[config.mk]
export PLATFORM = sky130hd
export DESIGN_NAME = mailbox_port_ctrl
export DESIGN_NICKNAME = d
export VERILOG_FILES = /design/src/mailbox_pkg.sv /design/src/mailbox_port_ctrl.sv /design/src/pin_sync.sv
export SDC_FILE = /design/constraint.sdc
export NUM_CORES = 1
export LEC_CHECK = 0
export BUFFER_PORTS_ARGS = -buffer_cell sky130_fd_sc_hd__buf_4
export CORE_AREA = 2 2 167 104
export DETAILED_ROUTE_END_ITERATION = 7
export DIE_AREA = 0 0 169 106
export GPL_TIMING_DRIVEN = 0
export SETUP_SLACK_MARGIN = 0.15
export SYNTH_ARGS = -nofsm -noshare
export SYNTH_HDL_FRONTEND = slang
export SYNTH_HIERARCHICAL = 1
export SYNTH_SLANG_ARGS = --single-unit
[constraint.sdc]
create_clock -name ref_clk -period 4.1 [get_ports ref_clk]
set_clock_uncertainty 0.15 [all_clocks]
set_input_delay 0.205 -clock ref_clk [delete_from_list [all_inputs] [get_ports ref_clk]]
set_output_delay 0.205 -clock ref_clk [all_outputs]
set_load 0.03 [all_outputs]
[src/mailbox_pkg.sv]
// Constants shared by the dual-port memory controller and its pin sequencer.
// Assumes a single 25 MHz clock domain and an asynchronous dual-port memory outside.
package mailbox_pkg;
   localparam int          ADDR_W           = 17;
   localparam int          DATA_W           = 36;
   localparam int          SEM_COUNT        = 8;
   localparam logic [16:0] MBOX_LEFT_ADDR   = 17'h1fffe;
   localparam logic [16:0] MBOX_RIGHT_ADDR  = 17'h1ffff;
   localparam logic [16:0] MBOX_LEFT_ADDR16 = 17'h0fffe;
   localparam logic [16:0] MBOX_LEFT_ADDR15 = 17'h07ffe;
   localparam int          CLK_PERIOD_NS    = 40;
   localparam int          ACCESS_NS        = 15;
   localparam int          BUSY_SETTLE_NS   = 15;
   localparam int          ACCESS_CYC       = (ACCESS_NS + CLK_PERIOD_NS - 1) / CLK_PERIOD_NS + 1;
   localparam int          SETTLE_CYC       = (BUSY_SETTLE_NS + CLK_PERIOD_NS - 1) / CLK_PERIOD_NS + 1;
   localparam logic [3:0]  OFF_CTRL         = 4'h0;
   localparam logic [3:0]  OFF_ADDR         = 4'h1;
   localparam logic [3:0]  OFF_WDATA_LO     = 4'h2;
   localparam logic [3:0]  OFF_WDATA_HI     = 4'h3;
   localparam logic [3:0]  OFF_STATUS       = 4'h4;
   localparam logic [3:0]  OFF_RDATA_LO     = 4'h5;
   localparam logic [3:0]  OFF_RDATA_HI     = 4'h6;
   localparam int          CTRL_GO_BIT      = 0;
   localparam int          CTRL_WRITE_BIT   = 1;
   localparam int          CTRL_SEM_BIT     = 2;
   localparam int          STAT_BUSY_BIT    = 0;
   localparam int          STAT_IRQ_BIT     = 1;
   localparam int          STAT_BLOCK_BIT   = 2;
   localparam int          STAT_INIT_BIT    = 3;
   localparam int          STAT_TOKEN_BIT   = 4;
   typedef enum logic [4:0] {
      S_IDLE   = 5'b00001,
      S_SETUP  = 5'b00010,
      S_STROBE = 5'b00100,
      S_HOLD   = 5'b01000,
      S_DONE   = 5'b10000
   } cyc_state_e;
endpackage

[src/mailbox_port_ctrl.sv]
// One port controller for a dual-port memory with mailboxes, contention flags and semaphores.
// Assumes a plain register port from software and that the far processor runs its own port.
// Notes on behaviour
// - Controller reads own mailbox after reset to initialise the flag.
// - In slave role surrounding logic holds contention input high or low.
// - Stacked masters combine contention outputs with logical AND.
// - Semaphore access uses chip enable high and semaphore select low.
module mailbox_port_ctrl
   import mailbox_pkg::*;
#(
   parameter int          ADDR_BITS = mailbox_pkg::ADDR_W,
   parameter logic        IS_LEFT   = 1'b1
) (
   input  wire logic                          ref_clk,
   input  wire logic                          rst,
   input  wire logic [3:0]                    reg_addr,
   input  wire logic [31:0]                   reg_wdata,
   input  wire logic                          reg_wr,
   input  wire logic                          reg_rd,
   output logic      [31:0]                   reg_rdata,
   output logic      [mailbox_pkg::ADDR_W-1:0] mem_addr,
   output logic      [mailbox_pkg::DATA_W-1:0] mem_dout,
   output logic                               mem_dout_oe,
   input  wire logic [mailbox_pkg::DATA_W-1:0] mem_din,
   output logic                               chip_enable_n,
   output logic                               write_n,
   output logic                               output_enable_n,
   output logic                               flag_space_select_n,
   output logic      [3:0]                    lane_enable_n,
   input  wire logic                          own_mailbox_irq_n,
   input  wire logic                          contention_flag_n
);
   import mailbox_pkg::*;

   localparam logic [16:0] TOP_MASK = 17'((18'h1 << ADDR_BITS) - 18'h1);
   // Mailbox owned by this port; the far port's mailbox is the other top word
   localparam logic [16:0] OWN_MBOX = IS_LEFT ? (MBOX_LEFT_ADDR & TOP_MASK)
                                              : (MBOX_RIGHT_ADDR & TOP_MASK);

   logic irq_lvl_n, busy_lvl_n;

   pin_sync #(.W(1), .INIT(1'b1)) u_sync_irq (
      .ref_clk   (ref_clk),
      .rst       (rst),
      .pin_in    (own_mailbox_irq_n),
      .level_out (irq_lvl_n)
   );

   // One contention pin: stacked arrays AND their flags, slave boards hold it
   pin_sync #(.W(1), .INIT(1'b1)) u_sync_busy (
      .ref_clk   (ref_clk),
      .rst       (rst),
      .pin_in    (contention_flag_n),
      .level_out (busy_lvl_n)
   );

   cyc_state_e            st_q, st_d;
   logic [3:0]            cnt_q, cnt_d;
   logic [16:0]           addr_q, addr_d;
   logic [35:0]           wdata_q, wdata_d;
   logic [35:0]           rdata_q, rdata_d;
   logic                  is_wr_q, is_wr_d;
   logic                  is_sem_q, is_sem_d;
   logic                  init_q, init_d;
   logic                  blocked_q, blocked_d;
   logic                  token_q, token_d;
   logic                  busy_seen_q, busy_seen_d;
   logic [31:0]           rd_q, rd_d;
   logic [16:0]           mem_addr_q, mem_addr_d;
   logic [3:0]            lane_n_q, lane_n_d;
   logic                  ce_n_q, ce_n_d, we_n_q, we_n_d, oe_n_q, oe_n_d, sem_n_q, sem_n_d, doe_q, doe_d;

   always_comb begin
      st_d        = st_q;
      cnt_d       = cnt_q;
      addr_d      = addr_q;
      wdata_d     = wdata_q;
      rdata_d     = rdata_q;
      is_wr_d     = is_wr_q;
      is_sem_d    = is_sem_q;
      init_d      = init_q;
      blocked_d   = blocked_q;
      token_d     = token_q;
      busy_seen_d = busy_seen_q;
      ce_n_d      = ce_n_q;
      we_n_d      = we_n_q;
      oe_n_d      = oe_n_q;
      sem_n_d     = sem_n_q;
      doe_d       = doe_q;
      rd_d        = 32'h0;
      if (reg_wr && st_q == S_IDLE && init_q) begin
         unique case (reg_addr)
            OFF_ADDR:     addr_d        = reg_wdata[16:0] & TOP_MASK;
            OFF_WDATA_LO: wdata_d[31:0] = reg_wdata;
            OFF_WDATA_HI: wdata_d[35:32] = reg_wdata[3:0];
            default: ;
         endcase
      end
      if (reg_rd) begin
         unique case (reg_addr)
            OFF_ADDR:     rd_d = {15'h0, addr_q};
            OFF_STATUS:   rd_d = {27'h0, token_q, init_q, blocked_q, ~irq_lvl_n, st_q != S_IDLE};
            OFF_RDATA_LO: rd_d = rdata_q[31:0];
            OFF_RDATA_HI: rd_d = {28'h0, rdata_q[35:32]};
            default:      rd_d = 32'h0;
         endcase
      end
      // Pin sync lags four cycles, so keep watching through the hold phase
      if ((st_q == S_STROBE || st_q == S_HOLD) && !busy_lvl_n) begin
         busy_seen_d = 1'b1;
      end
      unique case (st_q)
         S_IDLE: begin
            if (!init_q) begin
               // Power-on flag state is undefined, so read our own mailbox first
               addr_d   = OWN_MBOX;
               is_wr_d  = 1'b0;
               is_sem_d = 1'b0;
               cnt_d    = 4'(SETTLE_CYC);
               st_d     = S_SETUP;
            end else if (reg_wr && reg_addr == OFF_CTRL && reg_wdata[CTRL_GO_BIT]) begin
               is_wr_d  = reg_wdata[CTRL_WRITE_BIT];
               is_sem_d = reg_wdata[CTRL_SEM_BIT];
               cnt_d    = 4'(SETTLE_CYC);
               st_d     = S_SETUP;
            end
            if (st_d == S_SETUP) begin
               ce_n_d    = is_sem_d;
               sem_n_d   = ~is_sem_d;
               blocked_d = 1'b0;
               busy_seen_d = 1'b0;
            end
         end
         S_SETUP: begin
            // Address and enable settle before the strobe so contention is decided first
            if (cnt_q == 4'h1) begin
               cnt_d = 4'(ACCESS_CYC);
               st_d  = S_STROBE;
               if (is_wr_q) begin
                  we_n_d = 1'b0;
                  doe_d  = 1'b1;
               end else begin
                  oe_n_d = 1'b0;
               end
            end else begin
               cnt_d = cnt_q - 4'h1;
            end
         end
         S_STROBE: begin
            if (cnt_q == 4'h1) begin
               if (!is_wr_q) begin
                  rdata_d = mem_din;
                  if (is_sem_q) begin
                     token_d = ~mem_din[0];
                  end
               end
               we_n_d = 1'b1;
               oe_n_d = 1'b1;
               cnt_d  = 4'(SETTLE_CYC);
               st_d   = S_HOLD;
            end else begin
               cnt_d = cnt_q - 4'h1;
            end
         end
         S_HOLD: begin
            if (cnt_q == 4'h1) begin
               ce_n_d  = 1'b1;
               sem_n_d = 1'b1;
               doe_d   = 1'b0;
               st_d    = S_DONE;
            end else begin
               cnt_d = cnt_q - 4'h1;
            end
         end
         S_DONE: begin
            // A write seen under contention was inhibited by the memory
            blocked_d = is_wr_q && !is_sem_q && busy_seen_q;
            init_d    = 1'b1;
            st_d      = S_IDLE;
         end
         default: st_d = S_IDLE;
      endcase
      mem_addr_d = is_sem_d ? {14'h0, addr_d[2:0]} : addr_d;
      lane_n_d   = {4{ce_n_d & sem_n_d}};
   end

   always_ff @(posedge ref_clk) begin
      if (rst) begin
         st_q        <= S_IDLE;
         cnt_q       <= 4'h0;
         addr_q      <= 17'h0;
         wdata_q     <= 36'h0;
         rdata_q     <= 36'h0;
         is_wr_q     <= 1'b0;
         is_sem_q    <= 1'b0;
         init_q      <= 1'b0;
         blocked_q   <= 1'b0;
         token_q     <= 1'b0;
         busy_seen_q <= 1'b0;
         ce_n_q      <= 1'b1;
         we_n_q      <= 1'b1;
         oe_n_q      <= 1'b1;
         sem_n_q     <= 1'b1;
         doe_q       <= 1'b0;
         rd_q        <= 32'h0;
         mem_addr_q  <= 17'h0;
         lane_n_q    <= 4'hf;
      end else begin
         st_q        <= st_d;
         cnt_q       <= cnt_d;
         addr_q      <= addr_d;
         wdata_q     <= wdata_d;
         rdata_q     <= rdata_d;
         is_wr_q     <= is_wr_d;
         is_sem_q    <= is_sem_d;
         init_q      <= init_d;
         blocked_q   <= blocked_d;
         token_q     <= token_d;
         busy_seen_q <= busy_seen_d;
         ce_n_q      <= ce_n_d;
         we_n_q      <= we_n_d;
         oe_n_q      <= oe_n_d;
         sem_n_q     <= sem_n_d;
         doe_q       <= doe_d;
         rd_q        <= rd_d;
         mem_addr_q  <= mem_addr_d;
         lane_n_q    <= lane_n_d;
      end
   end

   // Semaphore writes only drive data bit 0 meaningfully; all lanes enabled
   assign mem_addr            = mem_addr_q;
   assign mem_dout            = wdata_q;
   assign mem_dout_oe         = doe_q;
   assign chip_enable_n       = ce_n_q;
   assign write_n             = we_n_q;
   assign output_enable_n     = oe_n_q;
   assign flag_space_select_n = sem_n_q;
   assign lane_enable_n       = lane_n_q;
   assign reg_rdata           = rd_q;
endmodule

[src/pin_sync.sv]
// Three-flop synchroniser with agreement filter for asynchronous pin levels.
// Assumes the pin may change at any time relative to ref_clk.
module pin_sync #(
   parameter int          W         = 1,
   parameter logic [0:0]  INIT      = 1'b1
) (
   input  wire logic          ref_clk,
   input  wire logic          rst,
   input  wire logic [W-1:0]  pin_in,
   output logic      [W-1:0]  level_out
);
   logic [W-1:0] s1_q, s2_q, s3_q, lvl_q, lvl_d;

   always_comb begin
      lvl_d = lvl_q;
      for (int i = 0; i < W; i++) begin
         if (s2_q[i] == s3_q[i]) begin
            lvl_d[i] = s2_q[i];
         end
      end
   end

   always_ff @(posedge ref_clk) begin
      if (rst) begin
         s1_q  <= {W{INIT}};
         s2_q  <= {W{INIT}};
         s3_q  <= {W{INIT}};
         lvl_q <= {W{INIT}};
      end else begin
         s1_q  <= pin_in;
         s2_q  <= s1_q;
         s3_q  <= s2_q;
         lvl_q <= lvl_d;
      end
   end

   assign level_out = lvl_q;
endmodule
==> metrics.txt <==
Total GRT Usage 20.7%; DR iter-0 viols 334; Seq/Total Area, Yosys about 50%; slowest cell delay on critical path about 730 ps; placer congestion estimate between 0.8 and 0.9; total wire length approximately 18 mm; Cell Area, Synth ~6400 sq um; fmax 0.384 GHz; clock slew at reported path FFs approximately 70 ps; Post-Synth Simple-Gate Area about 23%; width of the chip 169 microns; Max IR drop VDD about 0.27 mV; ys flop type dfxtp_1; H-tree depth 4; Compound-Gate Fraction of Synth Area between 10% and 20%; vias in the first global route 5,795; Final Setup Violations 0; yosys warns 6; most common cell after layout, fill and taps aside buf_4; Antenna diodes 0; mux share of post-synthesis cell area between 8 and 9%; hold-critical path depth 3; DIE AREA between 15,000 and 20,000 sq um; DIE HEIGHT approximately 110 microns; Starting Density 38.8%; CTS tree built; syn nets 757; Setup CP Type reg -> reg; EDFF count, synth 0; Post-DP HPWL 13.2 mm; Post-CTS Resized 0; Tcrit/Tclk final a little under two thirds; Final Non-Filler Cells between 1,000 and 1,500; Worst setup SP type flop; Worst slew margin between 40% and 50%; GRT overflow 0; Arrival @ worst endpoint 2740 ps; Synth cell types between 60 and 70; CP Cell Sequence inv_1 -> ha_1 -> nor3b_1 -> nand3_1 -> clkbuf_1 -> clkbuf_1 -> nand2_1 -> a21oi_1; FF-to-FF path depth 8; area grow syn2layout 45.4%; post-synthesis adder-cell area fraction less than 1%; slowest CP cell nor3b_1; clk sinks 164; status finished, final reports clean; Clk Latency, worst-skew pair ~420 ps; Worst-Margin Slew 878 ps; # DRC 0; Max-cap violations 0; fin worst setup slack approximately 1500 ps; Finished Cell Area about 9300 sq um; R2R setup slack between 1000 and 1500 ps; Post CTS Setup Buffer Count 0; largest net degree at the start of global routing 19; commonest non-fill, non-tap cells in the layout buf_4, dfxtp_1, nand2_1, nand2b_1, dlygate4sd3_1; Fin Hold WS 51.0 ps; synthesized area per cell 9.50 sq um; placed insts 1,061; Layout Nets just over 1,000; vias 5,632; initial antenna violation count 0; RSZ-0062 raised after global routing false; ys async rst share 0%; Row Count 37; CTS root buffer clkbuf_16; main combinational cell family by area after synthesis simple AND/OR/NAND/NOR gates; Hold Vio Cnt, Final 0; dpl ws around 1600 ps; first-pass GRT wire length 29.1 mm; CP Capture Type flop; Post-Route Setup TNS 0 ps; CTS Buf Count 17; fin crit period about 2600 ps; Final Slew Violations 0; Synth Area in XOR/XNOR 0.272%; dpl cell area around 8000 sq um; most used cell, CP clkbuf_1; Pwr Total ~3.8 mW; #FFs+latches synth approximately 160; P per Cell Area 410 nW/um^2; worst path required time about 4200 ps; I/O Buffers 170; core area about 17,000 sq um; LEAKAGE about 3.8 nW; router iterations before antenna repair 5; clock tree buffer depth 2; Mapped Cells roughly 680; # IOs between 150 and 200; layout cells sized above 1 about 25%; Post-DRT Antenna Nets 0; per-cell routed wire length between 15 and 20 microns; post-DR vias/cell a little under 5; final core utilization between 50% and 60%; Worst Hold Class in -> reg; crit-path max FO 10
## cells in the mapped netlist (5+ instances only)
library cell	n	area share [%]
nor3_1	15	1.2
a22oi_1	14	1.6
buf_2	8	0.62
mux2i_1	54	8.4
or3_1	5	0.49
a21oi_1	62	4.8
nand2b_1	77	7.5
a211oi_1	14	1.6
or2_1	8	0.78
clkbuf_1	30	1.8
dfxtp_1	164	51
nor2_1	32	1.9
buf_4	14	1.6
nand2_1	85	5.0
and2_1	17	1.7
## final timing paths
| path | from | end |
|---|---|---|
| max | cnt_q[1] | rdata_q[23] |
| min | reg_addr[0] | mem_dout[1] |
| max reg2reg | cnt_q[1] | rdata_q[23] |
| min reg2reg | u_sync_busy/s1_q | u_sync_busy/s2_q |
## flip-flops by register name, summed over array words and instances (netlist names), 4 cells and up
register,count
cnt_q,4
mem_addr,14
st_q,5
addr_q,17
rdata_q,36
reg_rdata,32
mem_dout,36
## critical path, delay by kind of cell, from the launching register on
kind / cells / cell delay (ps)
compound gates: 1 / 70
fa+ha+maj: 1 / 200
buf+inv: 3 / 690
flops: 1 / 320
simple gates: 3 / 1030
## routing by layer
metal  routed length (microns)  vias up  share of wire [%]  global-route usage, %
li1                          -     2844                  -                      -
met1                      8970     2657                 49                   27.8
met2                      8340      127                 46                   33.8
met3                       778        4                4.3                   4.69
met4                        44        0               0.24                   5.31
met5                         0        -                  0                      0
## report_power, final
group | switching, mW | total (mW) | internal [mW] | leakage, nW
clock | 0.749 | 1.69 | 0.941 | 0.310
sequential | 0.0342 | 1.68 | 1.65 | 1.33
combinational | 0.243 | 0.460 | 0.216 | 2.17
## layout make-up
cell class              count  area, sq um
well taps                 214          268
repair buffers            244         2020
clock inverters            15          209
fillers                  1472         7230
multi-input cells         453         2840
flip-flops and latches    164         3280
inverters                   6         22.5
plain buffers              54          280
clock buffers              17          425
## cell families after synthesis
kind of cell             Yosys count
AO/OA/AOI/OAI                    126
XOR/XNOR                           2
adder cells (fa/ha/maj)            2
buffers and inverters             60
flip-flops                       164
multiplexers                      54
AND/OR/NAND/NOR                  269
## timing repair
| action | CTS | global route |
|---|---|---|
| hold buffers | 74 | 0 |
| endpoints found under the hold margin | 101 | 0 |
| endpoints found under the setup margin | 0 | 0 |
Power figures use the tool's default switching activity.
